## src/ocstp_pkg.sv

```systemverilog
`default_nettype none
package ocstp_pkg;
    // ****************************************
    // register map
    // ****************************************
    localparam int ADDR_W = 4;
    localparam logic [3:0] CTRL_OFS = 4'h0;
    localparam logic [3:0] OFFS_OFS = 4'h4;
    localparam logic [3:0] STAT_OFS = 4'h8;
    localparam int CTRL_DEMUX = 0;
    localparam int CTRL_DDR = 1;
    localparam int CTRL_EDGE = 2;
    localparam int CTRL_RUN = 3;
    localparam int CTRL_TEST = 4;
    localparam logic [4:0] CTRL_RST = 5'h01;
    localparam int OFFS_Q_LSB = 16;
    localparam int OFFS_W = 9;
    localparam logic [8:0] OFFS_RST = 9'h000;
    // ****************************************
    // test pattern words and sequences
    // ****************************************
    localparam logic [7:0] PAT_QL = 8'h01;
    localparam logic [7:0] PAT_IL = 8'h02;
    localparam logic [7:0] PAT_Q = 8'h03;
    localparam logic [7:0] PAT_I = 8'h04;
    localparam logic [4:0] DMX_SEQ = 5'h0a;
    localparam logic [9:0] NDM_SEQ = 10'h132;
    localparam logic [3:0] DMX_LAST = 4'h4;
    localparam logic [3:0] NDM_LAST = 4'h9;
    // ****************************************
    // timing
    // ****************************************
    localparam int CLK_NS = 8;
    localparam int TOD_NS = 8;
    localparam int TOD_CYC = (TOD_NS + CLK_NS - 1) / CLK_NS < 1 ? 1
                           : (TOD_NS + CLK_NS - 1) / CLK_NS;
    localparam logic [3:0] WAIT_DDR0 = 4'h4;
    localparam logic [3:0] WAIT_OTHER = 4'h3;
    localparam logic [1:0] SLOT_DMX_LAST = 2'h3;
    localparam logic [1:0] SLOT_NDM_LAST = 2'h1;
    localparam logic [1:0] DMX_MID = 2'h1;
    // ****************************************
    // sample format: 4 fraction bits per code
    // ****************************************
    localparam int FRAC_W = 4;
    localparam int NEG_ZERO_STEP = 2;
    typedef enum logic [1:0] {OCSTP_RUN, OCSTP_HOLD, OCSTP_WAIT} ocstp_state_t;
endpackage : ocstp_pkg
`default_nettype wire

```

## src/ocstp_top.sv

```systemverilog
// Notes on behaviour
// - sync reset may assert at any time, unaligned to the sampling clock
// - while sync reset is held, data clock sits at a mode-chosen level
// - asserting sync reset may cut the data clock into a narrow pulse
// - release takes effect on the next sampling clock edge and aligns devices
// - wait four cycles in demux DDR 0-degree mode, three otherwise
// - data clock restarts after a further fixed clock-to-output delay
// - data clock stops during calibration unless continuous run is set
// - test mode replaces samples on all four buses and range flag
// - pattern is the same with or without interleaving
// - demux buses carry 01h, 02h, 03h, 04h with range flag low
// - complements FEh..FBh with flag high; demux sequence of five words
// - non-demux: two primary buses only, flag high on complements
// - without sync the two channels may slip by one clock period
// - pattern starts on the buses when sync reset is released
// - pattern runs at full rate in SDR, DDR and non-demux modes
// - out of range input clips to extreme code and raises range flag
// - offset is sign-magnitude; negative zero shifts output slightly
//
// Design decisions made here: the strobed register port and the placing of the registers.
`timescale 1ns/1ps
`default_nettype none
module ocstp_top #(
    parameter int SAMP_W = 14
) (
    // clock and reset
    input wire logic SYS_CLK,
    input wire logic RSTN,
    // register port
    input wire logic [ocstp_pkg::ADDR_W-1:0] ADDR,
    input wire logic [31:0] WDATA,
    input wire logic WR,
    input wire logic RD,
    output logic [31:0] RDATA,
    // pins from the capture side and calibration
    input wire logic OUTPUT_CLOCK_SYNC_RESET,
    input wire logic CALIBRATION_ACTIVE,
    // converted samples, 4 fraction bits
    input wire logic signed [SAMP_W-1:0] SAMPLE_I,
    input wire logic signed [SAMP_W-1:0] SAMPLE_Q,
    // output buses
    output logic [7:0] CHANNEL_ONE_BUS,
    output logic [7:0] CHANNEL_TWO_BUS,
    output logic [7:0] CHANNEL_ONE_LATE_BUS,
    output logic [7:0] CHANNEL_TWO_LATE_BUS,
    output logic RANGE_FLAG,
    output logic OUTPUT_DATA_CLOCK
);
    import ocstp_pkg::*;

    if (SAMP_W < 13 || SAMP_W > 20) begin : g_chk
        $error("SAMP_W out of range");
    end

    // ****************************************
    // input synchronisers
    // ****************************************
    logic rst_s1_r, rst_s2_r, cal_s1_r, cal_s2_r;
    // two flops per pin; assertion is taken whenever it arrives
    always_ff @(posedge SYS_CLK or negedge RSTN) begin
        if (!RSTN) begin
            rst_s1_r <= 1'b0;
            rst_s2_r <= 1'b0;
            cal_s1_r <= 1'b0;
            cal_s2_r <= 1'b0;
        end else begin
            rst_s1_r <= OUTPUT_CLOCK_SYNC_RESET;
            rst_s2_r <= rst_s1_r;
            cal_s1_r <= CALIBRATION_ACTIVE;
            cal_s2_r <= cal_s1_r;
        end
    end

    // ****************************************
    // registers
    // ****************************************
    logic [4:0] ctrl_r, ctrl_nxt;
    logic [OFFS_W-1:0] offs_r [2];
    logic [OFFS_W-1:0] offs_nxt [2];
    logic [31:0] rdata_nxt;
    ocstp_state_t st_r, st_nxt;
    logic demux, ddr, edge_sel, clk_run, test_en;
    assign demux = ctrl_r[CTRL_DEMUX];
    assign ddr = ctrl_r[CTRL_DDR];
    assign edge_sel = ctrl_r[CTRL_EDGE];
    assign clk_run = ctrl_r[CTRL_RUN];
    assign test_en = ctrl_r[CTRL_TEST];

    // decode writes and reads; unmapped reads return zero
    always_comb begin
        ctrl_nxt = ctrl_r;
        offs_nxt = offs_r;
        rdata_nxt = 32'h0;
        if (WR && ADDR == CTRL_OFS) begin
            ctrl_nxt = WDATA[4:0];
        end
        if (WR && ADDR == OFFS_OFS) begin
            offs_nxt[0] = WDATA[OFFS_W-1:0];
            offs_nxt[1] = WDATA[OFFS_Q_LSB+OFFS_W-1:OFFS_Q_LSB];
        end
        if (RD) begin
            unique case (ADDR)
                CTRL_OFS: rdata_nxt = {27'h0, ctrl_r};
                OFFS_OFS: rdata_nxt = {7'h0, offs_r[1], 7'h0, offs_r[0]};
                STAT_OFS: rdata_nxt = {28'h0, cal_s2_r, rst_s2_r, st_r};
                default: rdata_nxt = 32'h0;
            endcase
        end
    end

    // register the bus state
    always_ff @(posedge SYS_CLK or negedge RSTN) begin
        if (!RSTN) begin
            ctrl_r <= CTRL_RST;
            offs_r[0] <= OFFS_RST;
            offs_r[1] <= OFFS_RST;
            RDATA <= 32'h0;
        end else begin
            ctrl_r <= ctrl_nxt;
            offs_r <= offs_nxt;
            RDATA <= rdata_nxt;
        end
    end

    // ****************************************
    // clock sync and output data clock
    // ****************************************
    logic [3:0] cnt_r, cnt_nxt, idx_r, idx_nxt;
    logic [1:0] ph_r, ph_nxt, last_ph;
    logic output_data_clock_nxt, hold_lvl, four_m, slot_en;
    assign hold_lvl = ddr ? ~edge_sel : edge_sel;
    assign four_m = demux & ddr & ~edge_sel;
    assign last_ph = demux ? SLOT_DMX_LAST : SLOT_NDM_LAST;
    assign slot_en = (st_r == OCSTP_RUN) && (ph_r == last_ph) && !rst_s2_r;

    // hold, wait, then restart the slot timing
    always_comb begin
        st_nxt = st_r;
        cnt_nxt = cnt_r;
        ph_nxt = ph_r;
        idx_nxt = idx_r;
        output_data_clock_nxt = OUTPUT_DATA_CLOCK;
        unique case (st_r)
            OCSTP_RUN: begin
                if (rst_s2_r) begin
                    st_nxt = OCSTP_HOLD;
                    output_data_clock_nxt = hold_lvl;
                end else begin
                    ph_nxt = (ph_r == last_ph) ? 2'h0 : ph_r + 2'h1;
                    if (slot_en) begin
                        if (idx_r >= (demux ? DMX_LAST : NDM_LAST)) begin
                            idx_nxt = 4'h0;
                        end else begin
                            idx_nxt = idx_r + 4'h1;
                        end
                    end
                    if (cal_s2_r && !clk_run) begin
                        output_data_clock_nxt = hold_lvl;
                    end else if (ddr) begin
                        output_data_clock_nxt = slot_en ? ~OUTPUT_DATA_CLOCK : OUTPUT_DATA_CLOCK;
                    end else begin
                        output_data_clock_nxt = edge_sel ^ (ph_nxt <= (last_ph >> 1));
                    end
                end
            end
            OCSTP_HOLD: begin
                output_data_clock_nxt = hold_lvl;
                ph_nxt = 2'h0;
                idx_nxt = 4'h0;
                if (!rst_s2_r) begin
                    st_nxt = OCSTP_WAIT;
                    cnt_nxt = (four_m ? WAIT_DDR0 : WAIT_OTHER) + 4'(TOD_CYC - 1);
                end
            end
            OCSTP_WAIT: begin
                output_data_clock_nxt = hold_lvl;
                if (rst_s2_r) begin
                    st_nxt = OCSTP_HOLD;
                end else if (cnt_r == 4'h0) begin
                    st_nxt = OCSTP_RUN;
                end else begin
                    cnt_nxt = cnt_r - 4'h1;
                end
            end
        endcase
    end

    // register the sync state
    always_ff @(posedge SYS_CLK or negedge RSTN) begin
        if (!RSTN) begin
            st_r <= OCSTP_RUN;
            cnt_r <= 4'h0;
            ph_r <= 2'h0;
            idx_r <= 4'h0;
            OUTPUT_DATA_CLOCK <= 1'b0;
        end else begin
            st_r <= st_nxt;
            cnt_r <= cnt_nxt;
            ph_r <= ph_nxt;
            idx_r <= idx_nxt;
            OUTPUT_DATA_CLOCK <= output_data_clock_nxt;
        end
    end

    // ****************************************
    // offset, clipping and range per channel
    // ****************************************
    logic signed [SAMP_W-1:0] samp [2];
    logic [7:0] code [2];
    logic [1:0] ov_hi, ov_lo;
    assign samp[0] = SAMPLE_I;
    assign samp[1] = SAMPLE_Q;
    for (genvar c = 0; c < 2; c++) begin : g_ch
        logic signed [SAMP_W+1:0] adj, sum;
        // sign-magnitude offset; negative zero still moves the output
        always_comb begin
            adj = (SAMP_W+2)'(offs_r[c][7:0]);
            if (offs_r[c][8]) begin
                adj = -adj - (SAMP_W+2)'(NEG_ZERO_STEP);
            end
            sum = (SAMP_W+2)'(samp[c]) + adj;
        end
        assign ov_lo[c] = sum < 0;
        assign ov_hi[c] = (sum >>> FRAC_W) > 255;
        assign code[c] = ov_lo[c] ? 8'h00 : ov_hi[c] ? 8'hff : sum[FRAC_W+7:FRAC_W];
    end

    // ****************************************
    // output buses and test pattern
    // ****************************************
    logic [7:0] i_nxt, q_nxt, il_nxt, ql_nxt, ei_r, eq_r, ei_nxt, eq_nxt;
    logic rng_nxt, er_r, er_nxt, comp;
    assign comp = demux ? DMX_SEQ[idx_r[2:0]] : NDM_SEQ[idx_r];

    // capture the early sample mid-slot, drive all buses at slot end
    always_comb begin
        ei_nxt = ei_r;
        eq_nxt = eq_r;
        er_nxt = er_r;
        i_nxt = CHANNEL_ONE_BUS;
        q_nxt = CHANNEL_TWO_BUS;
        il_nxt = CHANNEL_ONE_LATE_BUS;
        ql_nxt = CHANNEL_TWO_LATE_BUS;
        rng_nxt = RANGE_FLAG;
        if (demux && ph_r == DMX_MID) begin
            ei_nxt = code[0];
            eq_nxt = code[1];
            er_nxt = |{ov_hi, ov_lo};
        end
        if (slot_en && test_en) begin
            // samples disconnected, interleave has no effect
            i_nxt = (demux ? PAT_I : PAT_IL) ^ {8{comp}};
            q_nxt = (demux ? PAT_Q : PAT_QL) ^ {8{comp}};
            il_nxt = demux ? PAT_IL ^ {8{comp}} : 8'h00;
            ql_nxt = demux ? PAT_QL ^ {8{comp}} : 8'h00;
            rng_nxt = comp;
        end else if (slot_en) begin
            i_nxt = code[0];
            q_nxt = code[1];
            il_nxt = demux ? ei_r : 8'h00;
            ql_nxt = demux ? eq_r : 8'h00;
            rng_nxt = (|{ov_hi, ov_lo}) | (demux & er_r);
        end
    end

    // register the data path; both channels share one slot count
    always_ff @(posedge SYS_CLK or negedge RSTN) begin
        if (!RSTN) begin
            ei_r <= 8'h00;
            eq_r <= 8'h00;
            er_r <= 1'b0;
            CHANNEL_ONE_BUS <= 8'h00;
            CHANNEL_TWO_BUS <= 8'h00;
            CHANNEL_ONE_LATE_BUS <= 8'h00;
            CHANNEL_TWO_LATE_BUS <= 8'h00;
            RANGE_FLAG <= 1'b0;
        end else begin
            ei_r <= ei_nxt;
            eq_r <= eq_nxt;
            er_r <= er_nxt;
            CHANNEL_ONE_BUS <= i_nxt;
            CHANNEL_TWO_BUS <= q_nxt;
            CHANNEL_ONE_LATE_BUS <= il_nxt;
            CHANNEL_TWO_LATE_BUS <= ql_nxt;
            RANGE_FLAG <= rng_nxt;
        end
    end
endmodule : ocstp_top
`default_nettype wire

```

## config.mk

```make
export PLATFORM = sky130hd
export DESIGN_NAME = ocstp_top
export DESIGN_NICKNAME = d
export VERILOG_FILES = /design/src/ocstp_pkg.sv /design/src/ocstp_top.sv
export SDC_FILE = /design/constraint.sdc
export NUM_CORES = 1
export LEC_CHECK = 0
export BUFFER_PORTS_ARGS = -buffer_cell sky130_fd_sc_hd__buf_2
export CORE_ASPECT_RATIO = 1.25
export CORE_MARGIN = 10
export CORE_UTILIZATION = 37
export CTS_CLUSTER_DIAMETER = 50
export DETAILED_ROUTE_END_ITERATION = 7
export GPL_TIMING_DRIVEN = 0
export SLEW_MARGIN = 0
export SYNTH_ARGS = -nofsm -noshare
export SYNTH_HDL_FRONTEND = slang
export SYNTH_SLANG_ARGS = --single-unit
```

## constraint.sdc

```tcl
create_clock -name SYS_CLK -period 3.3 [get_ports SYS_CLK]
set_clock_uncertainty 0.2 [all_clocks]
set_input_delay 0.165 -clock SYS_CLK [delete_from_list [all_inputs] [get_ports SYS_CLK]]
set_output_delay 0.165 -clock SYS_CLK [all_outputs]
set_load 0.01 [all_outputs]
```

==> results of run 1 <==
[worst max-delay path: stages, from the launching register on]
cell and delay [ns]:
dfrtp_1 0.39, ha_2 0.19, and3_4 0.18, and3_4 0.19
nor2_4 0.11, xor2_2 0.17, ha_4 0.24, a211oi_2 0.21
o21ai_1 0.11, a41oi_2 0.26, nand2_2 0.16, xor2_4 0.23
a311oi_4 0.35, o21ai_1 0.11
[area by class of cell]
cell class                 instances  area [um^2]  area share, %
clock buffer                      10          239           2.91
sequential                       108         2710           33.1
timing repair buffer             150          946           11.5
tap                              220          275           3.36
clock inverter                     6         80.1          0.977
inverter                          18         67.6          0.824
multi-input combinational        504         3690           45.0
buffer                            34          193           2.35
[synthesized netlist by cell type, drive strengths merged, types with 9 or more instances]
library cell	instances	share of area [%]
a21oi	60	5.0
nor2	54	3.2
xor2	12	1.7
nor3	10	0.88
dfrtp	107	43
ha	40	8.0
nand3	14	1.1
xnor2	18	2.5
mux2i	9	1.4
clkbuf	21	1.3
a211oi	10	1.4
inv	18	1.1
and2	15	1.5
nand2	62	3.7
buf	15	1.8
mux2	22	4.0
o21ai	62	5.0
[metal layers]
| layer | up-vias | wire (um) |
|---|---|---|
| li1 | 2662 | - |
| met1 | 2505 | 7300 |
| met2 | 99 | 8590 |
| met3 | 16 | 809 |
| met4 | 0 | 266 |
| met5 | - | 0 |
[timing repair]
item | 4_1_cts | 5_1_grt
gates resized for setup | 34 | 48
endpoints found under the hold margin | 79 | 0
hold buffers | 25 | 0
pin swaps | 17 | 22
setup buffers | 10 | 8
gates cloned | 2 | 0
setup endpoints to repair | 34 | 34
[per-stage QoR]
step / TNS, ns / util [%] / setup WS, ns / instances
after global routing: -0.683 / 49.1 / -0.119 / 1050
after detailed placement: -9.05 / 42.6 / -0.398 / 991
after CTS: -0.261 / 47.6 / -0.0447 / 1043
after global placement: -8.43 / 42.5 / -0.357 / 990
after floorplan: 0 / - / 0.139 / 664
final: 0 / 49.1 / 0.0816 / 1050
[where the power goes]
| part | switching, mW | internal (mW) |
|---|---|---|
| registers | 0.312 | 1.72 |
| clock network | 0.535 | 0.628 |
| logic | 1.71 | 1.32 |
[flip-flops by register name, indices dropped and copies added, names as in the netlist]
register / cells
CHANNEL_TWO_LATE_BUS: 8
CHANNEL_ONE_LATE_BUS: 8
rst_s2_r: 1
cal_s1_r: 1
idx_r: 4
cnt_r: 4
OUTPUT_DATA_CLOCK: 1
st_r: 2
rst_s1_r: 1
eq_r: 8
ph_r: 2
cal_s2_r: 1
RANGE_FLAG: 1
CHANNEL_TWO_BUS: 8
RDATA: 18
CHANNEL_ONE_BUS: 8
ctrl_r: 5
offs_r: 18
ei_r: 8
er_r: 1
[worst paths after layout]
| path | from | depth (start not counted) | end | slack, ns |
|---|---|---|---|---|
| max reg2reg | offs_r[10]$_DFFE_PN0P_ | 13 | ei_r[4]$_DFFE_PN0P_ | 0.08 |
| min in group asynchronous | RSTN | 2 | idx_r[0]$_DFFE_PN0P_ | 0.17 |
| max | offs_r[10]$_DFFE_PN0P_ | 13 | ei_r[4]$_DFFE_PN0P_ | 0.08 |
| max in group asynchronous | RSTN | 3 | ctrl_r[0]$_DFFE_PN1P_ | 1.98 |
| min reg2reg | rst_s1_r$_DFF_PN0_ | 0 | rst_s2_r$_DFF_PN0_ | 0.15 |
| min | ADDR[3] | 4 | RDATA[3]$_DFF_PN0_ | 0.02 |
[logic make-up (layout without fill, tap and decap cells)]
family / after synthesis / after routing / synth area share, %
xor+xnor: 30 / 32 / 4.21
fa+ha+maj: 40 / 40 / 8.02
buf+inv: 54 / 218 / 4.15
mux: 31 / 31 / 5.41
flops: 108 / 108 / 43.3
other cells: 1 / 14 / 0.0601
compound gates: 195 / 195 / 20.2
simple gates: 192 / 192 / 14.7
==> flow_summary.yaml, run 1 <==
global_routing:
  grt_busiest_layer: "met2"
  met3_usage_pct: 3.33
  use_met1_pct: 18.7
  gr-usage-met2_pct: 26.2
  grt_pass1_vias: 5472
  globalRoute.totalOverflow: 0
  grt_max_degree: 60
  antenna_found_initial: 0
  grt_pass1_wl_mm: 27.7
  track_usage_pct: 15.3
floorplan:
  die_y_um: 165
  num_rows: 53
  start_util_pct: 37.3
  die-area_um2: 22500
  core-area_um2: 16700
  io_pins: 136
  die_w_um: 136
timing:
  drv_slew: 0
  finalSetupViolCount: 0
  tightest_slew_ns: 0.708
  min_period_ns: 3.22
  whs_ns: 0.0239
  hold_violations: 0
  rsz0062_at_grt: "true"
  relSlewSlack_pct: 52.8
  fmax_mhz: 311
  final_min_period_over_clock_period_pct: 97.5
cells_and_area:
  fin_nets: 935
  final_common_cell: "buf_2"
  drive_above_1_share_pct: 29.3
  final_cell_mix: "buf_2, dfrtp_1, nand2_1"
  synthToLayoutAreaGrowth_pct: 31.4
  final_area_um2: 8200
  fillers: 1608
  insertedDiodeCount: 0
drt:
  via_count: 5282
  firstDrtPassIters: 4
  wl_per_cell_um: 16.2
  post-route-drc-count: 0
  wirelength_mm: 17.0
  postRouteAntennaNets: 0
  drt-initial-drc-count: 275
  via_per_inst: 5.03
clocking:
  ctsRootBufferMaster: "clkbuf_16"
  cts_sinks: 108
  insertion_delay_ns: 0.36
  clk_pin_slew_ns: 0.08
  cts.path.max_buffers: 2
  cts_tree: "done"
  htree_levels: 3
  numCtsBuffers: 9
run:
  max_cap_viol_count: 0
yosys:
  ys_seq_elements: 108
  async_reset_ff_share_pct: 100
  netlist_area_um2: 6240
  synth-edff-count: 0
  synth.distinct_cells: 67
  ys_seq_area_share_pct: 43.3
  ys.flop_type: "dfrtp_1"
  yosys_warnings: 0
  synth.avg_cell_area_um2: 9.58
  postSynthCellCount: 651
place:
  io_buffer_count: 106
  dpl-instance-area_um2: 7120
  place.gp.congestion: 0.856
  hpwlAfterDp_mm: 12.8
worst_setup_path:
  cp.required_ns: 3.34
  cp-start-kind: "flop"
  endpoint_kind: "flop"
  crit_type: "reg2reg"
  crit_arrival_ns: 3.26
  cp_max_fo: 6
power:
  power.density_nw_per_um2: 758
  ir_drop_mv: 0.372
  p_total_mw: 6.22
  leakagePower_nw: 3.77
min_path:
  hp-class: "in2reg"
status:
  status: "complete, no violations"
Power figures use the tool's default switching activity.
==> run 2, diff against run 1 <==
- clock period: 3.3 -> 3.9 ns (I/O delays scaled with it)
==> flow_summary.yaml, run 2 (same netlist as run 1, synthesis figures left out) <==
place:
  dpl-instance-area_um2: 7120
  hpwlAfterDp_mm: 12.8
  io_buffer_count: 106
  pre_cts_slack_ns: 0.202
  place.gp.congestion: 0.856
cells_and_area:
  final_util_pct: 46.2
  fillers: 1657
  ff_latch_area_um2: 2700
  fin_nets: 917
  synthToLayoutAreaGrowth_pct: 23.8
  top_regs: "RDATA (18), offs_r (18)"
  insertedDiodeCount: 0
  multiInputGateArea_um2: 3360
  final_common_cell: "dfrtp_1"
  final_area_um2: 7720
  drive_above_1_share_pct: 22.8
  final_cell_mix: "dfrtp_1, buf_2, nand2_1"
floorplan:
  core-area_um2: 16700
  start_util_pct: 37.3
  die-area_um2: 22500
  die_y_um: 165
  io_pins: 136
  num_rows: 53
  die_w_um: 136
drt:
  firstDrtPassIters: 4
  via_per_inst: 5.01
  wl_per_cell_um: 15.9
  post-route-drc-count: 0
  postRouteAntennaNets: 0
  via_count: 5172
  wirelength_mm: 16.4
  drt-initial-drc-count: 247
clocking:
  htree_levels: 3
  ctsRootBufferMaster: "clkbuf_16"
  cts.path.max_buffers: 2
  insertion_delay_ns: 0.36
  cts_sinks: 108
  cts_tree: "done"
  numCtsBuffers: 9
  clk_pin_slew_ns: 0.08
global_routing:
  antenna_found_initial: 0
  track_usage_pct: 14.9
  grt_max_degree: 60
  grt_pass1_vias: 5349
  globalRoute.totalOverflow: 0
  grt_pass1_wl_mm: 27.0
timing:
  rsz0062_at_grt: "false"
  fin_tns_setup_ns: 0
  relSlewSlack_pct: 53.0
  final_min_period_over_clock_period_pct: 91.9
  finalSetupViolCount: 0
  tightest_slew_ns: 0.706
  min_period_ns: 3.58
  fmax_mhz: 279
  drv_slew: 0
  layout_setup_ws_ns: 0.316
  hold_violations: 0
worst_setup_path:
  crit_arrival_ns: 3.61
  cp_max_fo: 9
  crit_type: "reg2reg"
  cp_slowest_stage_delay_ns: 0.43
  endpoint_kind: "flop"
  cp-start-kind: "flop"
  r2r_slack_ns: 0.32
  path_delay_family: "simple AND/OR/NAND/NOR gates"
  cp_slowest_cell: "dfrtp_1"
  cp.required_ns: 3.93
  cp_cell_sequence: "ha_1 -> and3_1 -> and3_1 -> nor2_1 -> xor2_1 -> ha_1 -> clkbuf_2 -> a211oi_1 -> o21ai_0 -> a41oi_1 -> nand2_1 -> xor2_2 -> nor3_1 -> o21ai_0"
  cp.buffers_inverters: 1
status:
  status: "complete, no violations"
power:
  leakagePower_nw: 3.64
  ir_drop_mv: 0.305
  power.density_nw_per_um2: 632
min_path:
  hp-class: "in2reg"
run:
  max_cap_viol_count: 0
[run 2: cell types whose count changed in the layout (fill, tap and decap cells not counted), moves of 3 or more]
cell,previous run,this run
buf_4,33,15
a211oi_1,3,7
nor3_1,2,9
dfrtp_2,7,0
dfrtp_1,100,107
o21ai_1,19,10
ha_2,4,0
o21ai_0,39,51
xor2_4,3,0
nor3_4,5,0
ha_1,34,40
[run 2: through the flow]
stage	total power, mW	cells	hold WS (ns)
2_1_floorplan	3.24	664	-0.301
3_3_place_gp	3.87	990	0.104
3_5_place_dp	3.90	991	0.0686
4_1_cts	4.92	1032	0.0336
5_1_grt	5.32	1032	0.0460
6_report	4.88	1032	0.0546
[run 2: worst min-delay path: cells and delay by family]
family / cells / cell delay (ns)
AND/OR/NAND/NOR: 2 / 0.11
buffers and inverters: 1 / 0.15
AO/OA/AOI/OAI: 1 / 0.11
[run 2: worst paths after layout]
check / from / to / depth (start not counted)
max in group asynchronous: RSTN / ctrl_r[0]$_DFFE_PN1P_ / 3
min in group asynchronous: RSTN / idx_r[0]$_DFFE_PN0P_ / 2
hold / removal: ADDR[3] / RDATA[3]$_DFF_PN0_ / 4
setup / recovery: offs_r[10]$_DFFE_PN0P_ / ei_r[5]$_DFFE_PN0P_ / 14
hold reg to reg: rst_s1_r$_DFF_PN0_ / rst_s2_r$_DFF_PN0_ / 0
setup reg to reg: offs_r[10]$_DFFE_PN0P_ / ei_r[5]$_DFFE_PN0P_ / 14
[run 2: report_power, final]
part	leakage [nW]	switching [mW]	internal (mW)
Sequential	1.36	0.272	1.45
Clock	0.155	0.450	0.531
Combinational	2.13	1.24	0.937
[run 2: timing repair]
item,CTS,global route
setup buffers,0,0
hold buffers,25,0
gates resized for setup,0,7
hold endpoints to repair,79,0
endpoints found under the setup margin,0,10
[run 2: per-layer routing]
layer / GRT usage, % / vias to the layer above / wire length [um]
met4: 4.56 / 0 / 258
met3: 3.33 / 15 / 768
met2: 25.5 / 89 / 8160
li1: - / 2627 / -
met1: 18.3 / 2441 / 7250
met5: 0 / - / 0
[run 2: layout make-up]
type                    count  area share [%]
flip-flops and latches    108            35.0
well taps                 220            3.56
repair buffers            132            10.5
multi-input cells         502            43.4
plain buffers              36            2.49
clock buffers              10            3.09
inverters                  18           0.875
clock inverters             6            1.04
